==> src/rtl/brm_pkg.sv <==
package brm_pkg;

   // Clocking schemes a memory block can be built with.
   typedef enum {
      BRM_CLK_INDEP,
      BRM_CLK_IO,
      BRM_CLK_RW,
      BRM_CLK_SINGLE
   } brm_clk_t;

   // Storage size without and with the ninth bit of each byte.
   localparam int BRM_BITS_PLAIN = 8192;
   localparam int BRM_BITS_PAR = 9216;
   // Widest true dual-port word, plain and with the ninth bits.
   localparam int BRM_WIDE_PLAIN = 16;
   localparam int BRM_WIDE_PAR = 18;
   // Size of one byte group when the ninth bit is stored.
   localparam int BRM_PAR_GROUP = 9;
   // Limits for a shift register built from one block.
   localparam int BRM_SR_MAX_BITS = 9216;
   localparam int BRM_SR_MAX_W = 36;

   // Controller register indices on its plain software port.
   localparam logic [3:0] BRM_REG_CMD = 4'h0;
   localparam logic [3:0] BRM_REG_A_ADDR = 4'h1;
   localparam logic [3:0] BRM_REG_A_WDATA = 4'h2;
   localparam logic [3:0] BRM_REG_B_ADDR = 4'h3;
   localparam logic [3:0] BRM_REG_B_WDATA = 4'h4;
   localparam logic [3:0] BRM_REG_A_RDATA = 4'h5;
   localparam logic [3:0] BRM_REG_B_RDATA = 4'h6;
   localparam logic [3:0] BRM_REG_STATUS = 4'h7;
   localparam logic [3:0] BRM_REG_ENABLE = 4'h8;

   // Command register bit positions.
   localparam int BRM_CMD_A_WR = 0;
   localparam int BRM_CMD_A_RD = 1;
   localparam int BRM_CMD_B_WR = 2;
   localparam int BRM_CMD_B_RD = 3;
   // Status register bit positions.
   localparam int BRM_ST_BUSY = 0;
   localparam int BRM_ST_CONFLICT = 1;
   localparam int BRM_ST_SR_OK = 2;
   // Enable register bit positions and reset value.
   localparam int BRM_EN_A = 0;
   localparam int BRM_EN_B = 1;
   localparam int BRM_EN_OUT = 2;
   localparam logic [2:0] BRM_ENABLE_RST = 3'h7;

   // True when a width carries the ninth bit of each byte.
   function automatic bit brm_has_par(input int w);
      return (w % BRM_PAR_GROUP) == 0;
   endfunction : brm_has_par

   // True when a width is one of the true dual-port shapes.
   function automatic bit brm_width_ok(input int w);
      return (w == 1) || (w == 2) || (w == 4) || (w == 8) ||
         (w == BRM_WIDE_PLAIN) || (w == BRM_PAR_GROUP) ||
         (w == BRM_WIDE_PAR);
   endfunction : brm_width_ok

   // True when two port widths may share one block.
   function automatic bit brm_pair_ok(input int wa, input int wb);
      return brm_width_ok(wa) && brm_width_ok(wb) &&
         (brm_has_par(wa) == brm_has_par(wb));
   endfunction : brm_pair_ok

   // Total stored bits for a given port width.
   function automatic int brm_mem_bits(input int w);
      return brm_has_par(w) ? BRM_BITS_PAR : BRM_BITS_PLAIN;
   endfunction : brm_mem_bits

   // Number of words a port of a given width addresses.
   function automatic int brm_depth(input int w);
      return brm_mem_bits(w) / w;
   endfunction : brm_depth

   // True when a clocking scheme suits true dual-port or ROM use.
   function automatic bit brm_scheme_ok(input brm_clk_t s);
      return s != BRM_CLK_RW;
   endfunction : brm_scheme_ok

   // True when a shift register of w x m x n fits one block.
   function automatic bit brm_sr_ok(input int w, input int m,
                                    input int n);
      return (w * m * n <= BRM_SR_MAX_BITS) && (w * n <= BRM_SR_MAX_W);
   endfunction : brm_sr_ok

   // True when two port accesses touch any common stored bit.
   function automatic bit brm_overlap(input int aa, input int wa,
                                      input int ba, input int wb);
      return (aa * wa < ba * wb + wb) && (ba * wb < aa * wa + wa);
   endfunction : brm_overlap

endpackage : brm_pkg

==> src/rtl/brm_if.sv <==
`timescale 1ns/100ps
`default_nettype none

// Wires between the memory block and the logic that drives it.
interface brm_if #(
   parameter int WA = 16,
   parameter int WB = 16,
   parameter int AWA = 9,
   parameter int AWB = 9
);
   // Port A request and answer.
   logic [AWA-1:0] a_addr;
   logic [WA-1:0] a_wdata;
   logic a_we;
   logic a_re;
   logic a_ce;
   logic [WA-1:0] a_q;
   // Port B request and answer.
   logic [AWB-1:0] b_addr;
   logic [WB-1:0] b_wdata;
   logic b_we;
   logic b_re;
   logic b_ce;
   logic [WB-1:0] b_q;
   // Enable of the output registers in the input/output scheme.
   logic out_ce;

   // The memory block end.
   modport mem (
      input a_addr, a_wdata, a_we, a_re, a_ce,
      input b_addr, b_wdata, b_we, b_re, b_ce, out_ce,
      output a_q, b_q
   );

   // The driving logic end.
   modport user (
      output a_addr, a_wdata, a_we, a_re, a_ce,
      output b_addr, b_wdata, b_we, b_re, b_ce, out_ce,
      input a_q, b_q
   );
endinterface : brm_if

`default_nettype wire

==> src/rtl/brm_user.sv <==
// The implementer's own choices: the plain strobed port and the register offsets.
`timescale 1ns/100ps
`default_nettype none

// Register-driven controller that works both memory ports.
module brm_user
   import brm_pkg::*;
#(
   parameter int WA = 16,
   parameter int WB = 16,
   parameter bit OUT_REG = 1'b0,
   parameter int SR_W = 8,
   parameter int SR_M = 64,
   parameter int SR_N = 4
) (
   input wire logic mclk,
   input wire logic nrst,
   brm_if.user u,
   input wire logic [3:0] sw_addr,
   input wire logic [31:0] sw_wdata,
   input wire logic sw_wr,
   input wire logic sw_rd,
   output logic [31:0] sw_rdata
);

   // Cycles from a read request to a valid memory output.
   localparam int LAT = OUT_REG ? 2 : 1;
   localparam int AWA = $clog2(brm_depth(WA));
   localparam int AWB = $clog2(brm_depth(WB));
   // Whether the planned shift register fits one block.
   localparam bit SR_OK = brm_sr_ok(SR_W, SR_M, SR_N);

   // Staged addresses and write words.
   logic [AWA-1:0] a_addr;
   logic [WA-1:0] a_wdata;
   logic [AWB-1:0] b_addr;
   logic [WB-1:0] b_wdata;
   // Captured read words and port enables.
   logic [WA-1:0] a_rdata;
   logic [WB-1:0] b_rdata;
   logic [2:0] enable;
   // Pending read pipes and the sticky conflict flag.
   logic [LAT:0] pipe_a;
   logic [LAT:0] pipe_b;
   logic conflict;

   // Decoded software strobes.
   wire cmd_wr = sw_wr && (sw_addr == BRM_REG_CMD);
   wire go_a_wr = cmd_wr && sw_wdata[BRM_CMD_A_WR];
   wire go_b_wr = cmd_wr && sw_wdata[BRM_CMD_B_WR];
   wire go_a_rd = cmd_wr && sw_wdata[BRM_CMD_A_RD];
   wire go_b_rd = cmd_wr && sw_wdata[BRM_CMD_B_RD];
   // Both ports writing a shared bit: port B is held back.
   wire clash = go_a_wr && go_b_wr &&
      brm_overlap(int'(a_addr), WA, int'(b_addr), WB);
   wire clr_conflict = sw_wr && (sw_addr == BRM_REG_STATUS) &&
      sw_wdata[BRM_ST_CONFLICT];
   // Read-back mux of the register file.
   wire [31:0] rd_mux =
      (sw_addr == BRM_REG_A_ADDR) ? 32'(a_addr) :
      (sw_addr == BRM_REG_A_WDATA) ? 32'(a_wdata) :
      (sw_addr == BRM_REG_B_ADDR) ? 32'(b_addr) :
      (sw_addr == BRM_REG_B_WDATA) ? 32'(b_wdata) :
      (sw_addr == BRM_REG_A_RDATA) ? 32'(a_rdata) :
      (sw_addr == BRM_REG_B_RDATA) ? 32'(b_rdata) :
      (sw_addr == BRM_REG_STATUS) ? {29'h0, SR_OK, conflict,
         (|pipe_a) || (|pipe_b)} :
      (sw_addr == BRM_REG_ENABLE) ? {29'h0, enable} : 32'h0;

   // Staging registers written by software.
   always_ff @(posedge mclk or negedge nrst) begin
      if (!nrst) begin
         a_addr <= '0;
         a_wdata <= '0;
         b_addr <= '0;
         b_wdata <= '0;
         enable <= BRM_ENABLE_RST;
      end else if (sw_wr) begin
         if (sw_addr == BRM_REG_A_ADDR) a_addr <= sw_wdata[AWA-1:0];
         if (sw_addr == BRM_REG_A_WDATA) a_wdata <= sw_wdata[WA-1:0];
         if (sw_addr == BRM_REG_B_ADDR) b_addr <= sw_wdata[AWB-1:0];
         if (sw_addr == BRM_REG_B_WDATA) b_wdata <= sw_wdata[WB-1:0];
         if (sw_addr == BRM_REG_ENABLE) enable <= sw_wdata[2:0];
      end
   end

   // Drive one-cycle requests; read enables stay low when idle.
   always_ff @(posedge mclk or negedge nrst) begin
      if (!nrst) begin
         u.a_we <= 1'b0;
         u.b_we <= 1'b0;
         u.a_re <= 1'b0;
         u.b_re <= 1'b0;
         u.a_addr <= '0;
         u.b_addr <= '0;
         u.a_wdata <= '0;
         u.b_wdata <= '0;
         u.a_ce <= 1'b0;
         u.b_ce <= 1'b0;
         u.out_ce <= 1'b0;
      end else begin
         u.a_we <= go_a_wr;
         u.b_we <= go_b_wr && !clash;
         u.a_re <= go_a_rd;
         u.b_re <= go_b_rd;
         u.a_addr <= a_addr;
         u.b_addr <= b_addr;
         u.a_wdata <= a_wdata;
         u.b_wdata <= b_wdata;
         u.a_ce <= enable[BRM_EN_A];
         u.b_ce <= enable[BRM_EN_B];
         u.out_ce <= enable[BRM_EN_OUT];
      end
   end

   // Track outstanding reads and capture words as they arrive.
   always_ff @(posedge mclk or negedge nrst) begin
      if (!nrst) begin
         pipe_a <= '0;
         pipe_b <= '0;
         a_rdata <= '0;
         b_rdata <= '0;
      end else begin
         pipe_a <= {pipe_a[LAT-1:0], go_a_rd};
         pipe_b <= {pipe_b[LAT-1:0], go_b_rd};
         if (pipe_a[LAT]) a_rdata <= u.a_q;
         if (pipe_b[LAT]) b_rdata <= u.b_q;
      end
   end

   // Sticky conflict flag; a new clash wins over a clear.
   always_ff @(posedge mclk or negedge nrst) begin
      if (!nrst) begin
         conflict <= 1'b0;
      end else if (clash) begin
         conflict <= 1'b1;
      end else if (clr_conflict) begin
         conflict <= 1'b0;
      end
   end

   // Read data stand one cycle after the read strobe.
   always_ff @(posedge mclk or negedge nrst) begin
      if (!nrst) begin
         sw_rdata <= '0;
      end else begin
         sw_rdata <= sw_rd ? rd_mux : 32'h0;
      end
   end

endmodule : brm_user

`default_nettype wire

==> src/flat_wrapper.sv <==
// flat-port wrapper written by rule: the top's interface ports become plain ports
module brm_user_flat import brm_pkg::*;
#(
   parameter int WA = 16,
   parameter int WB = 16,
   parameter bit OUT_REG = 1'b0,
   parameter int SR_W = 8,
   parameter int SR_M = 64,
   parameter int SR_N = 4
)
  (mclk, nrst, sw_addr, sw_wdata, sw_wr, sw_rd, sw_rdata, u_a_addr, u_a_wdata, u_a_we, u_a_re, u_a_ce, u_b_addr, u_b_wdata, u_b_we, u_b_re, u_b_ce, u_out_ce, u_a_q, u_b_q);
  brm_if #(.WA(WA), .WB(WB), .AWA(($clog2(brm_depth(WA)))), .AWB(($clog2(brm_depth(WB))))) u_i ();
  input wire logic mclk;
  input wire logic nrst;
  input wire logic [3:0] sw_addr;
  input wire logic [31:0] sw_wdata;
  input wire logic sw_wr;
  input wire logic sw_rd;
  output logic [31:0] sw_rdata;
  output wire logic [$bits(u_i.a_addr)-1:0] u_a_addr;
  output wire logic [$bits(u_i.a_wdata)-1:0] u_a_wdata;
  output wire logic [$bits(u_i.a_we)-1:0] u_a_we;
  output wire logic [$bits(u_i.a_re)-1:0] u_a_re;
  output wire logic [$bits(u_i.a_ce)-1:0] u_a_ce;
  output wire logic [$bits(u_i.b_addr)-1:0] u_b_addr;
  output wire logic [$bits(u_i.b_wdata)-1:0] u_b_wdata;
  output wire logic [$bits(u_i.b_we)-1:0] u_b_we;
  output wire logic [$bits(u_i.b_re)-1:0] u_b_re;
  output wire logic [$bits(u_i.b_ce)-1:0] u_b_ce;
  output wire logic [$bits(u_i.out_ce)-1:0] u_out_ce;
  input wire logic [$bits(u_i.a_q)-1:0] u_a_q;
  input wire logic [$bits(u_i.b_q)-1:0] u_b_q;
  assign u_a_addr = u_i.a_addr;
  assign u_a_wdata = u_i.a_wdata;
  assign u_a_we = u_i.a_we;
  assign u_a_re = u_i.a_re;
  assign u_a_ce = u_i.a_ce;
  assign u_b_addr = u_i.b_addr;
  assign u_b_wdata = u_i.b_wdata;
  assign u_b_we = u_i.b_we;
  assign u_b_re = u_i.b_re;
  assign u_b_ce = u_i.b_ce;
  assign u_out_ce = u_i.out_ce;
  assign u_i.a_q = u_a_q;
  assign u_i.b_q = u_b_q;
  brm_user #(.WA(WA), .WB(WB), .OUT_REG(OUT_REG), .SR_W(SR_W), .SR_M(SR_M), .SR_N(SR_N)) u_core (.mclk(mclk), .nrst(nrst), .u(u_i), .sw_addr(sw_addr), .sw_wdata(sw_wdata), .sw_wr(sw_wr), .sw_rd(sw_rd), .sw_rdata(sw_rdata));
endmodule
==> config.mk <==
export PLATFORM = sky130hd
export DESIGN_NAME = brm_user_flat
export DESIGN_NICKNAME = d
export VERILOG_FILES = /design/src/rtl/brm_pkg.sv /design/src/rtl/brm_if.sv /design/src/rtl/brm_user.sv /design/src/flat_wrapper.sv
export SDC_FILE = /design/constraint.sdc
export NUM_CORES = 1
export LEC_CHECK = 0
export BUFFER_PORTS_ARGS = -buffer_cell sky130_fd_sc_hd__buf_2
export CAP_MARGIN = 20
export CORE_ASPECT_RATIO = 1.2
export CORE_MARGIN = 5
export CORE_UTILIZATION = 48
export DETAILED_ROUTE_END_ITERATION = 10
export GPL_TIMING_DRIVEN = 0
export PLACE_DENSITY = 0.73
export SETUP_SLACK_MARGIN = 0.05
export SLEW_MARGIN = 20
export SYNTH_ARGS = -nofsm -noshare
export SYNTH_HDL_FRONTEND = slang
export SYNTH_SLANG_ARGS = --single-unit
==> constraint.sdc <==
create_clock -name mclk -period 7.2 [get_ports mclk]
set_clock_uncertainty 0.1 [all_clocks]
set_input_delay 1.44 -clock mclk [delete_from_list [all_inputs] [get_ports mclk]]
set_output_delay 1.44 -clock mclk [all_outputs]
set_load 0.01 [all_outputs]
# [Word-level counts from Yosys, hierarchy flattened]
# Cells that the tools add are included.
[totals] ff_bits=179
[classes] n_lt_le_gt_ge=2 eq_ne=8 n_mux=11 reduce_logical=22 n_addsub=2
[op_table] op="$mux 32" count=8
[op_table] op="$lt 14x32->1" count=2
[op_table] op="$add 13x5->14 const B" count=2
[op_table] op="$eq 4x3->1 const B" count=4
[op_table] op="$logic_and 1x1->1" count=11
[op_table] op="$reduce_and 2->1" count=5
[op_table] op="$eq 4x2->1 const B" count=2
[op_table] op="$eq 4x1->1 const B" count=1
[op_table] op="$eq 4x4->1 const B" count=1
[op_table] op="$logic_not 4->1" count=1
[op_table] op="$reduce_or 2->1" count=2
[op_table] op="$mux 3" count=1
[op_table] op="$mux 1" count=2
[op_table] op="$reduce_bool 2->1" count=1
[op_table] op="$logic_not 1->1" count=1
[op_table] op="$logic_or 1x1->1" count=1

# [Longest topological paths before layout]
# Gate-level depths: netlist of run 1.
[depth] ltp_word=10 ltp_mapped=10 ltp_nobuf=10

# [Worst setup path after synthesis of run 1]
# OpenSTA, ideal clock, no wires.
[synth_path] path_type="input to register" startpoint="input port sw_addr[3]" endpoint="register u_core.a_wdata[10]" path_stages=5 setup_time_ps=125 t_required_ps=6975 path_slack_ps=4331 t_arrival_ps=2644 path_buffers=2 path_cell_list="buf_2 nor2_1 nand3_1 buf_2 mux2_2"
[synth_between] elab_chain_cells=2
[synth_rtl] element="start, declared" line="flat_wrapper.sv:15" rtl="input wire logic [3:0] sw_addr;"
[synth_rtl] element="$eq 4x2->1" line="brm_user.sv:80" rtl="if (sw_addr == BRM_REG_A_WDATA) a_wdata <= sw_wdata[WA-1:0];"
[synth_rtl] element="$reduce_and 2->1 (no source line)"
[synth_rtl] element="end signal, assigned" line="brm_user.sv:80"
[synth_rtl] element="end, declared" line="brm_user.sv:35" rtl="logic [WA-1:0] a_wdata;"
# Every way passes these cells.
# A chain may end at the register's enable or synchronous reset.

# [Worst setup path after layout of run 1]
[layout_path] startpoint="register u_core.b_addr[0]" endpoint="register u_core.u.b_we"
[layout_between] elab_chain_cells=6
[layout_rtl] element="start, declared" line="brm_user.sv:36" rtl="logic [AWB-1:0] b_addr;"
[layout_rtl] element="start signal, assigned" line="brm_user.sv:81" rtl="if (sw_addr == BRM_REG_B_ADDR) b_addr <= sw_wdata[AWB-1:0];"
[layout_rtl] element="$add 13x5->14" line="brm_pkg.sv:91" rtl="return (aa * wa < ba * wb + wb) && (ba * wb < aa * wa + wa);"
[layout_rtl] element="$lt 14x32->1" line="brm_pkg.sv:91"
[layout_rtl] element="$logic_and 1x1->1 (*)" line="brm_pkg.sv:91"
[layout_rtl] element="$logic_and 1x1->1 (*)" line="brm_user.sv:54" rtl="wire clash = go_a_wr && go_b_wr &&"
[layout_rtl] element="$logic_not 1->1 (*)" line="brm_user.sv:103" rtl="u.b_we <= go_b_wr && !clash;"
[layout_rtl] element="$logic_and 1x1->1 (*)" line="brm_user.sv:103"
[layout_rtl] element="end signal, assigned" line="brm_user.sv:103"
[layout_rtl] element="end, declared" line="brm_if.sv:38" rtl="output b_addr, b_wdata, b_we, b_re, b_ce, out_ce,"
# Mark *: on every way between the ends. The rest lies on a longest branch, timed or not.

==> flow_summary.json, run 1 <==
{
  "outcome": "complete, no violations",
  "grt_pass1_vias": 5026,
  "synth.most_common_cell": "dfrtp_1",
  "worst_path_dominant_cell_family": "compound AO/OA/AOI/OAI gates",
  "syn_area_per_cell_um2": 13.2,
  "maxSlewHeadroom": 0.586,
  "cellPowerDensity_nw_per_um2": 323,
  "post_cts_resized": 0,
  "ys_ff_latch": 161,
  "ys_async_sr_fraction": 1.00,
  "switchingPower_mw": 0.714,
  "cp.required_ps": 7400,
  "syn_inst": 508,
  "crit_top_cell": "ha_1",
  "dp_hpwl_um": 11900,
  "dieHeight_um": 140,
  "crit_arrival_ps": 3230,
  "finalWorstSetupSlack_ps": 4170,
  "io_pins": 161,
  "clkPwrFrac": 0.367,
  "final_nets": 758,
  "yosys_warnings": 0,
  "tns_ps": 0,
  "die_w_um": 118,
  "min_path_cells": 0,
  "grt_start_max_net_pins": 88,
  "max-cap-violations": 0,
  "cp-start-kind": "flip-flop",
  "synth_top_family_by_area": "multiplexers",
  "drtAntennaViolNets": 0,
  "first_iter_violations": 203,
  "grt_overflow": 0,
  "critPathBufInv": 0,
  "crit_slowest_cell": "a2111oi_0",
  "fin_crit_sh": 0.421,
  "routed-via-count": 4534,
  "initial_core_util": 0.488,
  "drc": 0,
  "synth_compound_area_frac": 0.0639,
  "grt_pass1_wl_um": 26200,
  "hold_violations": 0,
  "seq_power_share": 0.454,
  "rsz0062_at_grt": "no",
  "grtUsageTotal": 0.200,
  "cts_root_buffer": "clkbuf_16",
  "clk_latency_ps": 410,
  "yosys.area.top_type": "dfrtp_1",
  "p_comb_frac": 0.179,
  "cts_made_buffers": 17,
  "peakVddDrop_mv": 0.182,
  "worstMarginPinSlew_ps": 620,
  "rows": 47,
  "gp_congestion": 0.840,
  "syn2layout_area_growth_pct": 23.6,
  "internal_power_mw": 1.97,
  "cts_sinks": 161,
  "syn_area_um2": 6720,
  "ys_top_cells_by_area": "dfrtp_1 59%, mux2_2 15%, ha_1 3.4%",
  "reg2reg_to": "u_core.u.b_we$_DFF_PN0_",
  "antenna_found_initial": 1,
  "pre_cts_ws_ps": 3810,
  "yosysSeqAreaShare": 0.600,
  "dieArea_um2": 16500,
  "min_path_type": "flip-flop to flip-flop",
  "drive_gt1_frac": 0.412,
  "path_clk_slew_ps": 60,
  "period_minus_slack_ps": 3030,
  "reg2reg_depth": 9,
  "synthTopCellsByCount": "158 x dfrtp_1, 91 x mux2_2, 29 x nor2_1",
  "yosysUniqueCellTypes": 46,
  "tritoncts": "yes",
  "swShare": 0.266,
  "synthSimpleGateAreaFrac": 0.0669,
  "wl_um": 16200,
  "first_pass_iters": 5,
  "n_fill_cell": 1124,
  "cp_max_fo": 9,
  "max_freq_mhz": 330,
  "post_cts_buffers": 0,
  "r2r-start": "u_core.b_addr[0]$_DFFE_PN0P_",
  "clockBufferDepth": 2,
  "synthFlopType": "dfrtp_1",
  "final_max_slew_viol_count": 0,
  "diodes": 0,
  "synth_top_area_frac": 0.588,
  "synth_xor_area_frac": 0.0182,
  "synth_fa_ha_area_frac": 0.0335,
  "path_class": "flip-flop to flip-flop",
  "routedWlPerCell_um": 19.0,
  "synth_edf_count": 0,
  "numPortBuffers": 125,
  "cpPeakStageDelay_ps": 580,
  "htree_levels": 4,
  "fin_hold_ws_ps": 299,
  "endpoint_kind": "flip-flop",
  "vias_per_cell": 5.33,
  "whs_endpoint": "u_core.u.b_wdata[0]$_DFF_PN0_",
  "cp_cell_sequence": "ha_1, nand3_1, xor2_1, ha_1, nor4_1, a21oi_1, a2111oi_0, o2111ai_1, and3_1",
  "leakage_nw": 4.05,
  "r2r_setup_slack_ps": 4170,
  "core_area_um2": 13800,
  "holdBufCountCts": 0,
  "hp-start": "u_core.b_wdata[0]$_DFFE_PN0P_",
  "setup_viol": 0,
  "synthMuxAreaShare": 0.180
}
-- worst reg2reg max path, cell delays in order (launching register included) --
cell and delay (ps):
dfrtp_1 540, ha_1 330, nand3_1 120, xor2_1 170
ha_1 200, nor4_1 210, a21oi_1 100, a2111oi_0 580
o2111ai_1 300, and3_1 270
-- through the flow --
step	utilization	instance area, um2	instances	power (mW)
2_1_floorplan	-	6780	523	1.50
3_3_place_gp	0.553	7610	819	1.69
3_5_place_dp	0.556	7650	820	1.72
4_1_cts	0.604	8310	851	2.70
5_1_grt	0.604	8310	851	2.82
6_report	0.604	8310	851	2.69
-- placed cells by master (no fill, tap or decap), drive strengths merged, types with 2 or more instances in the layout --
cell      Yosys  final
a21oi        19     19
o21ai        15     15
xor2          8      8
mux2i        14     14
a221oi        5      5
clkinv        0      2
nor2b         7      7
xnor2         6      6
nor2         29     29
mux4          2      2
nand3        17     17
dfstp         3      3
bufinv        0      5
a31oi         2      2
a22o          2      2
a211oi       10     10
inv           4      4
conb          1     16
and3          4      4
o22ai         2      2
and2          4      4
and4          2      2
nor3          2      2
a21boi        2      2
clkbuf        8     30
nand4         2      2
clkinvlp      0      2
dfrtp       158    158
buf          31    157
ha           18     18
nand2        27     27
mux2         91     91
-- routing by layer --
layer	track usage	routed length (um)	up-vias	part of all wire
li1	-	-	2091	-
met3	0.0690	1110	29	0.069
met4	0.0682	336	2	0.021
met1	0.226	6190	2266	0.38
met2	0.352	8560	146	0.53
met5	0	13	-	0.00080
-- worst max path at each step --
stage / startpoint / cells after the start / slack (ps) / endpoint
2_1_floorplan: sw_addr[3] / 5 / 4330 / u_core.a_wdata[10]$_DFFE_PN0P_
3_3_place_gp: nrst / 1 / 2420 / u_core.a_rdata[9]$_DFFE_PN0P_
3_5_place_dp: sw_addr[3] / 5 / 3810 / u_core.a_wdata[6]$_DFFE_PN0P_
4_1_cts: u_core.b_addr[0]$_DFFE_PN0P_ / 9 / 4160 / u_core.u.b_we$_DFF_PN0_
5_1_grt: u_core.b_addr[0]$_DFFE_PN0P_ / 9 / 4010 / u_core.u.b_we$_DFF_PN0_
6_report: u_core.b_addr[0]$_DFFE_PN0P_ / 9 / 4170 / u_core.u.b_we$_DFF_PN0_
-- power groups by stage --
| stage | sequential [mW] | combinational (mW) | clock, mW |
|---|---|---|---|
| after CTS | 1.22 | 0.487 | 0.997 |
| after detailed placement | 1.23 | 0.484 | 0 |
| after global placement | 1.23 | 0.459 | 0 |
| final | 1.22 | 0.480 | 0.986 |
| after floorplan | 1.23 | 0.268 | 0 |
| after global routing | 1.24 | 0.537 | 1.04 |
-- sequential cells by signal, summed over array words and instances, names as in the netlist, 16 cells and up --
| register | count |
|---|---|
| u_core.u.a_wdata | 16 |
| u_core.sw_rdata | 16 |
| u_core.a_wdata | 16 |
| u_core.b_rdata | 16 |
| u_core.a_rdata | 16 |
| u_core.b_wdata | 16 |
| u_core.u.b_wdata | 16 |
-- kinds of logic after synthesis --
family,after synthesis
xor gates and xnor gates,14
adders and majority gates,18
and+or+nand+nor,97
muxes,107
buffers and inverters,43
DFF,161
other,1
AOI/OAI and AO/OA,67
-- area by class of cell --
cell class              count  area, um2  share of cell area
well taps                 171        214              0.0258
inverters                   4       15.0             0.00181
multi-input cells         319       2500               0.301
plain buffers              39        231              0.0279
repair buffers            126        663              0.0798
flip-flops and latches    161       4030               0.486
clock inverters             9        179              0.0215
clock buffers              22        474              0.0571
(Power assumes the default switching activity.)
==> run 2: changes to the inputs <==
- ABC_AREA: unset -> 1
- clock period: 7.2 -> 3.12 ns (I/O delays scaled with it)
==> run 2 against run 1 <==
Effect of this change: area after synthesis is 0.76% higher; final cell count increased by 21%; hold slack worse by 230 ps; sequential power grew 130%; count of clock-buffer cells in the layout fell by 1; first-iteration DRC count up 130%; wire length up 5.9%; worst setup slack worse by 3500 ps; die area increased by 0.70%; synthesized cell count up 35%; critical path depth grew 3; non-clock buffer count is 1 higher.
==> flow_summary.json, run 2 <==
{
  "yosys_warnings": 0,
  "maxSlewHeadroom": 0.608,
  "synthSimpleGateAreaFrac": 0.138,
  "io_pins": 161,
  "synth_xor_area_frac": 0.0168,
  "synth_compound_area_frac": 0.125,
  "die_w_um": 118,
  "cts_made_buffers": 17,
  "syn2layout_area_growth_pct": 22.5,
  "cts_root_buffer": "clkbuf_16",
  "rsz0062_at_grt": "no",
  "hold_violations": 0,
  "antenna_found_initial": 0,
  "stdcell_count": 1033,
  "dp.cells": 1001,
  "synth.most_common_cell": "dfrtp_1",
  "p_total_mw": 5.78,
  "min_path_type": "primary input to async pin",
  "grt_start_max_net_pins": 83,
  "leakage_nw": 4.35,
  "endpoint_kind": "flip-flop",
  "yosysUniqueCellTypes": 36,
  "p_comb_frac": 0.171,
  "synthFlopType": "dfrtp_1",
  "htree_levels": 4,
  "drc": 0,
  "first_iter_violations": 466,
  "synth_fa_ha_area_frac": 0.0333,
  "gp_congestion": 0.880,
  "clk_latency_ps": 420,
  "n_fill_cell": 1202,
  "seq_power_share": 0.475,
  "holdBufCountCts": 0,
  "switchingPower_mw": 1.69,
  "cellPowerDensity_nw_per_um2": 697,
  "tritoncts": "yes",
  "grt_pass1_vias": 5398,
  "critPathBufInv": 0,
  "synth_top_area_frac": 0.584,
  "ys_ff_latch": 161,
  "dieArea_um2": 16600,
  "final_cell_mix": "158 x dfrtp_1, 146 x nand2_1, 132 x buf_2, 70 x inv_1, 58 x o21ai_0",
  "first_pass_iters": 5,
  "setup_viol": 0,
  "grt_overflow": 0,
  "clkPwrFrac": 0.354,
  "synthMuxAreaShare": 0.00665,
  "internal_power_mw": 4.10,
  "yosys.area.top_type": "dfrtp_1",
  "max-cap-violations": 0,
  "clockBufferDepth": 2,
  "cp.required_ps": 3370,
  "ys_async_sr_fraction": 1.00,
  "routedWlPerCell_um": 16.6,
  "cpPeakStageDelay_ps": 510,
  "final_common_cell": "dfrtp_1",
  "cp_cell_sequence": "ha_1, nand2_1, nor2_1, nand2_1, xor2_1, ha_1, nand2_1, o21ai_0, nand3_1, nand3_1, nor2_1, nor2_1",
  "post_cts_resized": 0,
  "post_cts_buffers": 0,
  "path_clk_slew_ps": 60,
  "cp-start-kind": "flip-flop",
  "dp_hpwl_um": 12400,
  "dieHeight_um": 140,
  "routed-via-count": 5198,
  "vias_per_cell": 5.03,
  "diodes": 0,
  "final_max_slew_viol_count": 0,
  "synth_edf_count": 0,
  "cp_max_fo": 7,
  "path_class": "flip-flop to flip-flop",
  "period_minus_slack_ps": 2420,
  "peakVddDrop_mv": 0.402,
  "synth_top_family_by_area": "simple AND/OR/NAND/NOR gates",
  "synthTopCellsByCount": "158 x dfrtp_1, 146 x nand2_1, 70 x inv_1",
  "final_core_util": 0.600,
  "cts_sinks": 161,
  "final_nets": 939,
  "max_freq_mhz": 413,
  "yosysSeqAreaShare": 0.596,
  "worst_path_dominant_cell_family": "simple AND/OR/NAND/NOR gates",
  "core_area_um2": 13800,
  "crit_slowest_cell": "dfrtp_1",
  "syn_inst": 687,
  "rows": 47,
  "syn_area_per_cell_um2": 9.85,
  "grt_pass1_wl_um": 27800,
  "wl_um": 17200,
  "grtUsageTotal": 0.213,
  "crit_arrival_ps": 2670,
  "ys_top_cells_by_area": "dfrtp_1 58%, nand2_1 8.1%, o21ai_0 4.3%",
  "worstMarginPinSlew_ps": 587,
  "syn_area_um2": 6770,
  "initial_core_util": 0.490,
  "numPortBuffers": 127,
  "drtAntennaViolNets": 0,
  "outcome": "complete, no violations",
  "fin_crit_sh": 0.775,
  "drive_gt1_frac": 0.274,
  "swShare": 0.292
}
run 2: layer usage:
metal | wire length [um] | GRT usage | vias to the layer above | share of wire
met5 | 0 | 0 | - | 0
li1 | - | - | 2510 | -
met3 | 1000 | 0.0524 | 28 | 0.058
met2 | 8600 | 0.359 | 159 | 0.50
met1 | 7210 | 0.269 | 2501 | 0.42
met4 | 341 | 0.0710 | 0 | 0.020
run 2: metrics by stage:
| step | setup WS, ps | setup TNS, ps | cell area, um2 | hold WS (ps) |
|---|---|---|---|---|
| 2_1_floorplan | 1100 | 0 | 6830 | 228 |
| 3_3_place_gp | -981 | -153660 | 7680 | 287 |
| 3_5_place_dp | 707 | 0 | 7710 | 289 |
| 4_1_cts | 693 | 0 | 8300 | 92.8 |
| 5_1_grt | 525 | 0 | 8300 | 121 |
| 6_report | 701 | 0 | 8300 | 66.7 |
run 2: kinds of logic (layout without fill, tap and decap cells):
logic type,count (synthesis),in the layout
other,1,16
adders and majority gates,18,18
xor gates and xnor gates,13,13
buffers and inverters,118,278
DFF,161,161
muxes,4,4
and+or+nand+nor,220,220
AOI/OAI and AO/OA,152,152
run 2: cell type report:
class	instances	area, um2	share of cell area
multi-input combinational	423	2220	0.268
clock inverter	11	131	0.0158
tap	171	214	0.0258
timing repair buffer	128	673	0.0811
clock buffer	21	450	0.0543
sequential	161	4030	0.486
buffer	38	270	0.0326
inverter	80	303	0.0365
run 2: final timing paths:
path | from | endpoint | slack (ps) | cells past startpoint
setup / recovery | u_core.b_addr[0]$_DFFE_PN0P_ | u_core.u.b_we$_DFF_PN0_ | 700 | 12
hold / removal | nrst | u_core.b_rdata[13]$_DFFE_PN0P_ | 70 | 1
setup reg to reg | u_core.b_addr[0]$_DFFE_PN0P_ | u_core.u.b_we$_DFF_PN0_ | 700 | 12
hold reg to reg | u_core.b_wdata[1]$_DFFE_PN0P_ | u_core.u.b_wdata[1]$_DFF_PN0_ | 300 | 0
max in group asynchronous | nrst | u_core.enable[2]$_DFFE_PN1P_ | 2030 | 2
min in group mclk | u_core.b_wdata[1]$_DFFE_PN0P_ | u_core.u.b_wdata[1]$_DFF_PN0_ | 300 | 0
run 2: power groups by stage:
stage,registers [mW],logic [mW],clock network [mW]
after floorplan,2.78,0.534,0
after global placement,2.78,0.957,0
after detailed placement,2.78,0.992,0
after CTS,2.75,1.00,2.08
after global routing,2.80,1.13,2.16
final,2.75,0.988,2.05
